===== src/adcc_defines.svh =====
// adcc_defines.svh: addresses, bit positions, reset values and counts
// assumes: included by bare name from every adcc source file
`ifndef ADCC_DEFINES_SVH
`define ADCC_DEFINES_SVH

// register addresses on the special function bus
`define ADCC_CTRL_ADDR     8'hE1
`define ADCC_RESH_ADDR     8'hE2
`define ADCC_IST_ADDR      8'hE3
`define ADCC_IMSK_ADDR     8'hE4
`define ADCC_P0OFF_ADDR    8'hF6

// control register bit positions
`define ADCC_B_RES1        7
`define ADCC_B_RES0        6
`define ADCC_B_EXTEN       5
`define ADCC_B_DONE        4
`define ADCC_B_START       3
`define ADCC_B_RCSEL       2
`define ADCC_B_CHHI        1
`define ADCC_B_CHLO        0

// interrupt status and mask bit positions
`define ADCC_I_DONE        0
`define ADCC_I_ABORT       1

// reset values
`define ADCC_ZERO8         8'h00
`define ADCC_ZERO10        10'h000
`define ADCC_ZERO4         4'h0
`define ADCC_ZERO2         2'h0
`define ADCC_ONE10         10'h001
`define ADCC_ONE8          8'h01

// port 0 bit that carries analog input zero
`define ADCC_AIN_BASE      3'h3

// timing: cpu clock and converter step rate
`define ADCC_CLK_HZ        10000000
`define ADCC_STEP_HZ       2500000
`define ADCC_DIV_LAST      4'((`ADCC_CLK_HZ / `ADCC_STEP_HZ) - 1)
`define ADCC_SAMPLE_LAST   4'h3
`define ADCC_MSB_IDX       4'h9
`define ADCC_ONE4          4'h1

`endif


===== src/adcc_pkg.sv =====
// adcc_pkg: types and helpers shared by the converter control files
// assumes: adcc_defines.svh is on the include path
`default_nettype none
`include "adcc_defines.svh"

package adcc_pkg;

    // converter engine states, gray along idle-sample-convert-finish
    typedef enum logic [1:0] {
        ADCC_IDLE   = 2'b00,
        ADCC_SAMPLE = 2'b01,
        ADCC_CONV   = 2'b11,
        ADCC_FINISH = 2'b10
    } adcc_state_e;

    // result handed from the engine to the register file
    typedef struct packed {
        logic [9:0] code;  // full 10-bit result
        logic       fin;   // one-cycle pulse: result valid
    } adcc_result_s;

    // address match on the register bus
    function automatic logic adcc_hit(input logic [7:0] addr, input logic [7:0] target);
        adcc_hit = (addr == target);
    endfunction : adcc_hit

    // channel number to one-hot port 0 bit
    function automatic logic [7:0] adcc_ain_onehot(input logic [1:0] chan);
        adcc_ain_onehot = `ADCC_ONE8 << (`ADCC_AIN_BASE + 3'(chan));
    endfunction : adcc_ain_onehot

endpackage : adcc_pkg
`default_nettype wire


===== src/adcc_sar.sv =====
// adcc_sar: successive approximation sequencer for the 10-bit converter
// assumes: start only arrives when idle; tick is a one-cycle step enable
`default_nettype none
`include "adcc_defines.svh"

module adcc_sar
    import adcc_pkg::*;
(
    input  wire logic       clk,       // cpu clock
    input  wire logic       rst_n,     // synchronised reset, active low
    input  wire logic       tick,      // step enable from divider
    input  wire logic       start,     // accepted start, one cycle
    input  wire logic       abort,     // software abort, one cycle
    input  wire logic       comp_in,   // comparator: input above dac
    output var  logic [9:0] dac_code,  // trial code to the dac
    output var  logic       active,    // engine not idle
    output var  adcc_result_s result   // result and finish pulse
);

    adcc_state_e state;     // engine state
    logic [3:0]  bit_idx;   // bit under trial
    logic [3:0]  samp_cnt;  // sample phase step count

    // trial code with the current bit kept or dropped by the comparator
    wire logic [9:0] bit_mask  = `ADCC_ONE10 << bit_idx;
    wire logic [9:0] kept_code = comp_in ? dac_code : (dac_code & ~bit_mask);
    wire logic [9:0] next_code = kept_code | (`ADCC_ONE10 << (bit_idx - `ADCC_ONE4));
    wire logic       last_bit  = (bit_idx == `ADCC_ZERO4);

    // sequencer; abort wins over every state so a cleared start stops at once
    always_ff @(posedge clk or negedge rst_n) begin
        if (!rst_n) begin
            state      <= ADCC_IDLE;
            bit_idx    <= `ADCC_ZERO4;
            samp_cnt   <= `ADCC_ZERO4;
            dac_code   <= `ADCC_ZERO10;
            result     <= '0;
        end else begin
            result.fin <= 1'b0;  // finish is a pulse
            if (abort) begin
                state    <= ADCC_IDLE;
                dac_code <= `ADCC_ZERO10;
            end else begin
                case (state)
                    ADCC_IDLE: begin
                        if (start) begin
                            state    <= ADCC_SAMPLE;
                            samp_cnt <= `ADCC_ZERO4;
                        end
                    end
                    ADCC_SAMPLE: begin
                        // hold the input for a few steps before trials
                        if (tick) begin
                            if (samp_cnt == `ADCC_SAMPLE_LAST) begin
                                state    <= ADCC_CONV;
                                bit_idx  <= `ADCC_MSB_IDX;
                                dac_code <= `ADCC_ONE10 << `ADCC_MSB_IDX;
                            end else begin
                                samp_cnt <= samp_cnt + `ADCC_ONE4;
                            end
                        end
                    end
                    ADCC_CONV: begin
                        // one bit decided per step, msb first
                        if (tick) begin
                            if (last_bit) begin
                                dac_code <= kept_code;
                                state    <= ADCC_FINISH;
                            end else begin
                                dac_code <= next_code;
                                bit_idx  <= bit_idx - `ADCC_ONE4;
                            end
                        end
                    end
                    ADCC_FINISH: begin
                        result.code <= dac_code;
                        result.fin  <= 1'b1;
                        state       <= ADCC_IDLE;
                    end
                    default: begin
                        state <= ADCC_IDLE;
                    end
                endcase
            end
        end
    end

    assign active = (state != ADCC_IDLE);

endmodule : adcc_sar
`default_nettype wire


===== src/adcc_top.sv =====
// adcc_top: conversion control, result and port 0 input-off registers
// assumes: cpu drives the register port synchronously; comparator and
// dac of the analog converter sit outside and see DAC_CODE / COMP_IN
//
// What this block does
// - both flags zero: idle, start accepted
// - busy without done: further starts ignored
// - done set: starts refused until cleared
// - both set briefly while finishing; harmless
// - channel select written only while idle
// - channels 0-3 map to port0 bits 3-6
// - result bits 9:2 readable at E2h
// - F6h bits switch off port0 input buffers
// - start bit held while busy, then cleared
// - done set by hardware, raises interrupt
// - clearing start mid-conversion aborts it
// - enabled external rising edge also starts
`default_nettype none
`include "adcc_defines.svh"

module adcc_top
    import adcc_pkg::*;
(
    input  wire logic       CLOCK,          // cpu clock, 10 MHz
    input  wire logic       ARST_N,         // async reset, active low
    input  wire logic [7:0] ADDR,           // register address
    input  wire logic [7:0] WDATA,          // write data
    input  wire logic       WR_STB,         // write strobe, one cycle
    input  wire logic       RD_STB,         // read strobe, one cycle
    output var  logic [7:0] RDATA,          // read data, cycle after strobe
    input  wire logic       EXT_START_PIN,  // external start trigger
    input  wire logic       COMP_IN,        // comparator result
    output var  logic [9:0] DAC_CODE,       // trial code to the dac
    output var  logic       CONV_ACTIVE,    // engine sampling, converting or finishing
    output var  logic [7:0] ANALOG_SEL,     // one-hot port 0 analog switch
    output var  logic [7:0] DIGITAL_IN_OFF, // port 0 input buffer off
    output var  logic       IRQ             // level interrupt, active high
);

    // reset release through two flops
    logic rst_meta;  // first stage, read only by rst_n
    logic rst_n;     // released reset used by the whole block

    always_ff @(posedge CLOCK or negedge ARST_N) begin
        if (!ARST_N) begin
            rst_meta <= 1'b0;
            rst_n    <= 1'b0;
        end else begin
            rst_meta <= 1'b1;
            rst_n    <= rst_meta;
        end
    end

    // control and data state
    logic       ext_trigger_enable;   // pin may start conversions
    logic       conv_done_flag;       // result ready
    logic       conv_start_busy;      // start request / busy status
    logic       clk_src_sel;          // stored only; engine runs on cpu clock
    logic       channel_sel_hi;       // channel select, upper bit
    logic       channel_sel_lo;       // channel select, lower bit
    logic [1:0] result_low;           // result bits 1:0
    logic [7:0] result_high_reg;      // result bits 9:2
    logic [7:0] port0_input_off_reg;  // digital input off per pin
    logic [1:0] irq_status;           // sticky events
    logic [1:0] irq_mask;             // event enables
    logic       ext_prev;             // last sampled pin level
    logic       fin_d;                // finish pulse delayed one cycle
    logic [3:0] div_cnt;              // step divider
    adcc_result_s eng_result;         // engine result carrier

    // register decode
    wire logic hit_ctrl  = adcc_hit(ADDR, `ADCC_CTRL_ADDR);
    wire logic hit_resh  = adcc_hit(ADDR, `ADCC_RESH_ADDR);
    wire logic hit_ist   = adcc_hit(ADDR, `ADCC_IST_ADDR);
    wire logic hit_imsk  = adcc_hit(ADDR, `ADCC_IMSK_ADDR);
    wire logic hit_p0off = adcc_hit(ADDR, `ADCC_P0OFF_ADDR);
    wire logic wr_ctrl   = WR_STB & hit_ctrl;
    wire logic wr_ist    = WR_STB & hit_ist;
    wire logic wr_imsk   = WR_STB & hit_imsk;
    wire logic wr_p0off  = WR_STB & hit_p0off;

    // status decode
    wire logic conv_idle = ~conv_done_flag & ~conv_start_busy;
    wire logic eng_fin   = eng_result.fin;

    // software may clear done but never set it
    wire logic done_clear = wr_ctrl & ~WDATA[`ADCC_B_DONE];

    // start sources; the pin edge counts only when enabled
    wire logic sw_start = wr_ctrl & WDATA[`ADCC_B_START];
    wire logic ext_rise = ext_trigger_enable & EXT_START_PIN & ~ext_prev;

    // a start needs busy low and done low or being cleared in the same write;
    // done and start written together starts again on the old channel
    wire logic start_ok = ~conv_start_busy & (~conv_done_flag | done_clear);
    wire logic start_go = (sw_start | ext_rise) & start_ok;

    // writing start low during conversion stops the engine
    wire logic abort_go = wr_ctrl & ~WDATA[`ADCC_B_START] & conv_start_busy
                          & ~conv_done_flag;

    // done: a finishing result wins over a clear in the same cycle
    wire logic next_done = eng_fin | (conv_done_flag & ~done_clear);

    // busy stays up through the finish cycle (both flags high for one cycle),
    // and drops the cycle after done rises
    wire logic next_busy = start_go | (conv_start_busy & ~abort_go & ~fin_d);

    // channel bits move only while idle
    wire logic       chan_wr   = wr_ctrl & conv_idle;
    wire logic [1:0] cur_chan  = {channel_sel_hi, channel_sel_lo};
    wire logic [1:0] next_chan = chan_wr ? WDATA[`ADCC_B_CHHI:`ADCC_B_CHLO] : cur_chan;

    // sticky interrupt events; a new event beats a write-one clear
    wire logic [1:0] irq_event  = {abort_go, eng_fin};
    wire logic [1:0] irq_clr    = wr_ist ? WDATA[1:0] : `ADCC_ZERO2;
    wire logic [1:0] next_irq   = (irq_status & ~irq_clr) | irq_event;

    // step divider terminal count
    wire logic step_tick = (div_cnt == `ADCC_DIV_LAST);
    wire logic [3:0] next_div = step_tick ? `ADCC_ZERO4 : (div_cnt + `ADCC_ONE4);

    // control register image
    wire logic [7:0] ctrl_image = {result_low, ext_trigger_enable, conv_done_flag,
                                   conv_start_busy, clk_src_sel, channel_sel_hi,
                                   channel_sel_lo};

    // read selection; unmapped addresses read zero
    wire logic [7:0] rd_mux =
        hit_ctrl  ? ctrl_image :
        hit_resh  ? result_high_reg :
        hit_ist   ? {6'h00, irq_status} :
        hit_imsk  ? {6'h00, irq_mask} :
        hit_p0off ? port0_input_off_reg :
                    `ADCC_ZERO8;
    wire logic [7:0] next_rdata = RD_STB ? rd_mux : `ADCC_ZERO8;

    // conversion flags and channel
    always_ff @(posedge CLOCK or negedge rst_n) begin
        if (!rst_n) begin
            conv_done_flag  <= 1'b0;
            conv_start_busy <= 1'b0;
            channel_sel_hi  <= 1'b0;
            channel_sel_lo  <= 1'b0;
            fin_d           <= 1'b0;
        end else begin
            conv_done_flag  <= next_done;
            conv_start_busy <= next_busy;
            channel_sel_hi  <= next_chan[1];
            channel_sel_lo  <= next_chan[0];
            fin_d           <= eng_fin;
        end
    end

    // freely written control bits; these have no idle restriction
    always_ff @(posedge CLOCK or negedge rst_n) begin
        if (!rst_n) begin
            ext_trigger_enable <= 1'b0;
            clk_src_sel        <= 1'b0;
        end else if (wr_ctrl) begin
            ext_trigger_enable <= WDATA[`ADCC_B_EXTEN];
            clk_src_sel        <= WDATA[`ADCC_B_RCSEL];
        end
    end

    // result capture in the same cycle that done rises
    always_ff @(posedge CLOCK or negedge rst_n) begin
        if (!rst_n) begin
            result_high_reg <= `ADCC_ZERO8;
            result_low      <= `ADCC_ZERO2;
        end else if (eng_fin) begin
            result_high_reg <= eng_result.code[9:2];
            result_low      <= eng_result.code[1:0];
        end
    end

    // port 0 digital input off register
    always_ff @(posedge CLOCK or negedge rst_n) begin
        if (!rst_n) begin
            port0_input_off_reg <= `ADCC_ZERO8;
        end else if (wr_p0off) begin
            port0_input_off_reg <= WDATA;
        end
    end

    // interrupt status and mask
    always_ff @(posedge CLOCK or negedge rst_n) begin
        if (!rst_n) begin
            irq_status <= `ADCC_ZERO2;
            irq_mask   <= `ADCC_ZERO2;
        end else begin
            irq_status <= next_irq;
            if (wr_imsk) begin
                irq_mask <= WDATA[1:0];
            end
        end
    end

    // pin edge history and step divider
    always_ff @(posedge CLOCK or negedge rst_n) begin
        if (!rst_n) begin
            ext_prev <= 1'b0;
            div_cnt  <= `ADCC_ZERO4;
        end else begin
            ext_prev <= EXT_START_PIN;
            div_cnt  <= next_div;
        end
    end

    // registered outputs: read data, analog switch, buffer disables
    always_ff @(posedge CLOCK or negedge rst_n) begin
        if (!rst_n) begin
            RDATA          <= `ADCC_ZERO8;
            ANALOG_SEL     <= `ADCC_ZERO8;
            DIGITAL_IN_OFF <= `ADCC_ZERO8;
        end else begin
            RDATA          <= next_rdata;
            ANALOG_SEL     <= adcc_ain_onehot(next_chan);
            DIGITAL_IN_OFF <= wr_p0off ? WDATA : port0_input_off_reg;
        end
    end

    // interrupt level from registered status and mask
    assign IRQ = |(irq_status & irq_mask);

    // converter engine; the analog side only sees the trial code
    adcc_sar u_sar (
        .clk      (CLOCK),
        .rst_n    (rst_n),
        .tick     (step_tick),
        .start    (start_go),
        .abort    (abort_go),
        .comp_in  (COMP_IN),
        .dac_code (DAC_CODE),
        .active   (CONV_ACTIVE),
        .result   (eng_result)
    );

endmodule : adcc_top
`default_nettype wire


===== config.mk =====
export PLATFORM = sky130hd
export DESIGN_NAME = adcc_top
export DESIGN_NICKNAME = d
export VERILOG_FILES = /design/src/adcc_pkg.sv /design/src/adcc_sar.sv /design/src/adcc_top.sv
export VERILOG_INCLUDE_DIRS = /design/src /design/src/src
export SDC_FILE = /design/constraint.sdc
export NUM_CORES = 1
export LEC_CHECK = 0
export ABC_AREA = 1
export BUFFER_PORTS_ARGS = -buffer_cell sky130_fd_sc_hd__buf_2
export CAP_MARGIN = 20
export CORE_MARGIN = 2
export CORE_UTILIZATION = 40
export DETAILED_ROUTE_END_ITERATION = 7
export GPL_TIMING_DRIVEN = 0
export PLACE_DENSITY = 0.66
export SYNTH_ARGS = -nofsm -noshare
export SYNTH_HDL_FRONTEND = slang
export SYNTH_SLANG_ARGS = --single-unit
export TNS_END_PERCENT = 20

===== constraint.sdc =====
create_clock -name CLOCK -period 7.2 [get_ports CLOCK]
set_input_delay 0.36 -clock CLOCK [delete_from_list [all_inputs] [get_ports CLOCK]]
set_output_delay 0.36 -clock CLOCK [all_outputs]
set_load 0.02 [all_outputs]

==> out/metrics.cfg <==
[placement]
io_buffers=57
hpwl_um=5992
dpl_worst_slack_ns=5.426
dp_cells=617
dpl_cell_area_sq_um=4299
place.gp.congestion=0.8588

[grt]
antenna_found_initial=0
overflow=0
grt_usage_pct=16.40
grt_max_degree=64
grt_pass1_vias=2914
grt_pass1_wl_um=13390

[yosys]
synthDominantCellAreaShare_pct=54.52
seq_area_frac_synth_pct=54.52
syn-instance-count=427
syn_area_per_cell_sq_um=8.922
synth_cell_type_count=41
synthTopCellsByArea=dfrtp_1, nand2_1, o21ai_0, inv_1, nand3_1
ys_seq_elements=83
yosys_warnings=0
netlist_area_sq_um=3810
yosysTopAreaCell=dfrtp_1

[critical_path]
regToRegSetupSlack_ns=5.42
ff2ff_path_depth=7
worstPathCellList=inv_1 > ha_1 > nand3_1 > o2111ai_1 > nor2_2 > o21ai_0 > o21ai_0
path_buf_inv=1
crit_type=reg -> reg
critPathArrivalTime_ns=2.02
crit_required_ns=7.44
cp_slowest_cell=dfrtp_1
cp_top_family=compound AO/OA/AOI/OAI gates
worstSetupStartpointType=flip-flop
crit_path_frequent_cell=o21ai_0
cp_max_fo=9
cp_slowest_stage_delay_ns=0.41
crit_cells=7
crit_path_end_kind=flip-flop

[layout]
largest_reg_flops=11
syn2layout_area_growth_pct=18.16
stdcell_count=634
antennaDiodeCount=0
top_regs=u_sar.result x11, u_sar.dac_code x10
final_cell_mix=nand2_1, dfrtp_1, inv_1, buf_2, o21ai_0
final_common_cell=nand2_1
regMostFlops=u_sar.result
drive_gt1_share_pct=20.79
num-nets-final=529
final_area_sq_um=4502

[power]
p_per_area_nw_per_um2=314.9
combPwrFrac_pct=31.5
leakagePower_nw=2.301
netSwitchingFraction_pct=38.17
power.switching_uw=541.0
p_int_uw=876.4
clockPowerShare_pct=23.7
power.share.sequential_pct=44.8
ir_worst_vdd_mv=0.1803

[routing]
wire_per_inst_um=12.71
firstDrtPassIters=4
ant_nets=0
vias=3028
vias_per_cell=4.776
wl_um=8061
drc=0
drt_iter0_drc=132

[status]
status=completed

[die]
die_x_um=101.6
start_util_pct=41.23
rows=35
io_pins=58
die_h_um=101.6
die-area_sq_um=10320
coreArea_sq_um=9240

[clocking]
tritoncts=yes
clkLatencyLatePin_ns=0.36
clk_pin_slew_ns=0.08
max-clock-path-buffers=2
htree_num_levels=3
numClockSinks=83
cts_root_buf=clkbuf_8
numCtsBuffers=9

[sta]
tns_ns=0
finalMaxSlewViolations=0
period_minus_slack_ns=1.785
report.final.hold_viol_count=0
fin_skew_ns=0.01423
finalCritPeriodShare_pct=24.79
achievable-frequency_mhz=560.2
setup_viol_count_final=0
rsz0062_at_grt=false
worst_slack_ns=5.415

[worst_hold_path]
holdCritPathClass=in -> reg
holdPathStages=1

[flow_run]
maxCapViolations=0

synthesized netlist by cell type (all sizes together):
| cell | number |
|---|---|
| a211oi | 2 |
| or2 | 6 |
| o2111ai | 1 |
| mux2 | 2 |
| ha | 7 |
| conb | 2 |
| o221ai | 4 |
| a31oi | 1 |
| xnor2 | 1 |
| buf | 4 |
| nand3 | 29 |
| nand4 | 4 |
| a22o | 1 |
| xor2 | 3 |
| nand2 | 91 |
| nand3b | 1 |
| inv | 68 |
| dfrtp | 83 |
| o21ai | 74 |
| nor2 | 24 |
| o22ai | 2 |
| clkbuf | 4 |
| a21oi | 1 |
| nor3 | 4 |
| o31ai | 2 |
| o211ai | 6 |
worst paths after layout:
path                                  start                 end
setup / recovery           u_sar.bit_idx[0]    u_sar.bit_idx[3]
hold / removal                EXT_START_PIN            ext_prev
setup reg to reg           u_sar.bit_idx[0]    u_sar.bit_idx[3]
hold reg to reg                       rst_n       ANALOG_SEL[2]
max in group asynchronous             rst_n  result_high_reg[4]
min in group asynchronous             rst_n       ANALOG_SEL[2]
layer usage:
| metal | vias to the layer above | part of all wire, % | wire length [um] | track usage [%] |
|---|---|---|---|---|
| li1 | 1527 | - | - | - |
| met1 | 1422 | 47 | 3790 | 21.30 |
| met2 | 66 | 47 | 3763 | 26.82 |
| met3 | 13 | 4.4 | 352 | 3.382 |
| met4 | 0 | 1.9 | 155 | 6.653 |
| met5 | - | 0 | 0 | 0 |
worst register-to-register path: stages, from the launching register on:
cell       delay [ns]
dfrtp_1          0.41
inv_1            0.16
ha_1             0.23
nand3_1          0.27
o2111ai_1        0.31
nor2_2           0.11
o21ai_0          0.08
o21ai_0          0.10
power groups by stage:
stage                     Clock [mW]  Combinational [mW]  Sequential, mW
after floorplan                    0               0.297           0.659
after global placement             0               0.429           0.645
after detailed placement           0               0.445           0.645
after CTS                      0.346               0.447           0.636
after global routing           0.366               0.507           0.648
final                          0.336               0.446           0.635
per-stage QoR:
stage          util, %  power, mW  hold WS (ns)
2_1_floorplan        -     0.9559       0.06441
3_3_place_gp     46.19      1.074        0.1452
3_5_place_dp     46.53      1.090        0.1516
4_1_cts          48.72      1.429        0.1047
5_1_grt          48.72      1.521        0.1155
6_report         48.72      1.417        0.1164
cells by family after synthesis:
group | after synthesis | synth area share (%)
compound gates | 94 | 14.09
xor+xnor | 4 | 1.117
fa+ha+maj | 7 | 2.299
buf+inv | 76 | 7.947
flops | 83 | 54.52
mux | 2 | 0.5911
other cells | 2 | 0.1971
simple gates | 159 | 19.24
area by class of cell:
| class | count | area (sq um) |
|---|---|---|
| fillers | 889 | 4738 |
| inverters | 68 | 257.7 |
| well taps | 129 | 161.4 |
| clock buffers | 11 | 131.4 |
| clock inverters | 5 | 61.31 |
| multi-input cells | 271 | 1441 |
| repair buffers | 59 | 322.8 |
| flip-flops and latches | 83 | 2081 |
| plain buffers | 8 | 45.04 |
timing repair:
| action | in CTS | in global routing |
|---|---|---|
| resized for setup | 0 | 0 |
| hold endpoints to repair | 2 | 0 |
| hold buffers | 1 | 0 |
| setup buffers | 0 | 0 |
Power figures use the tool's default switching activity.
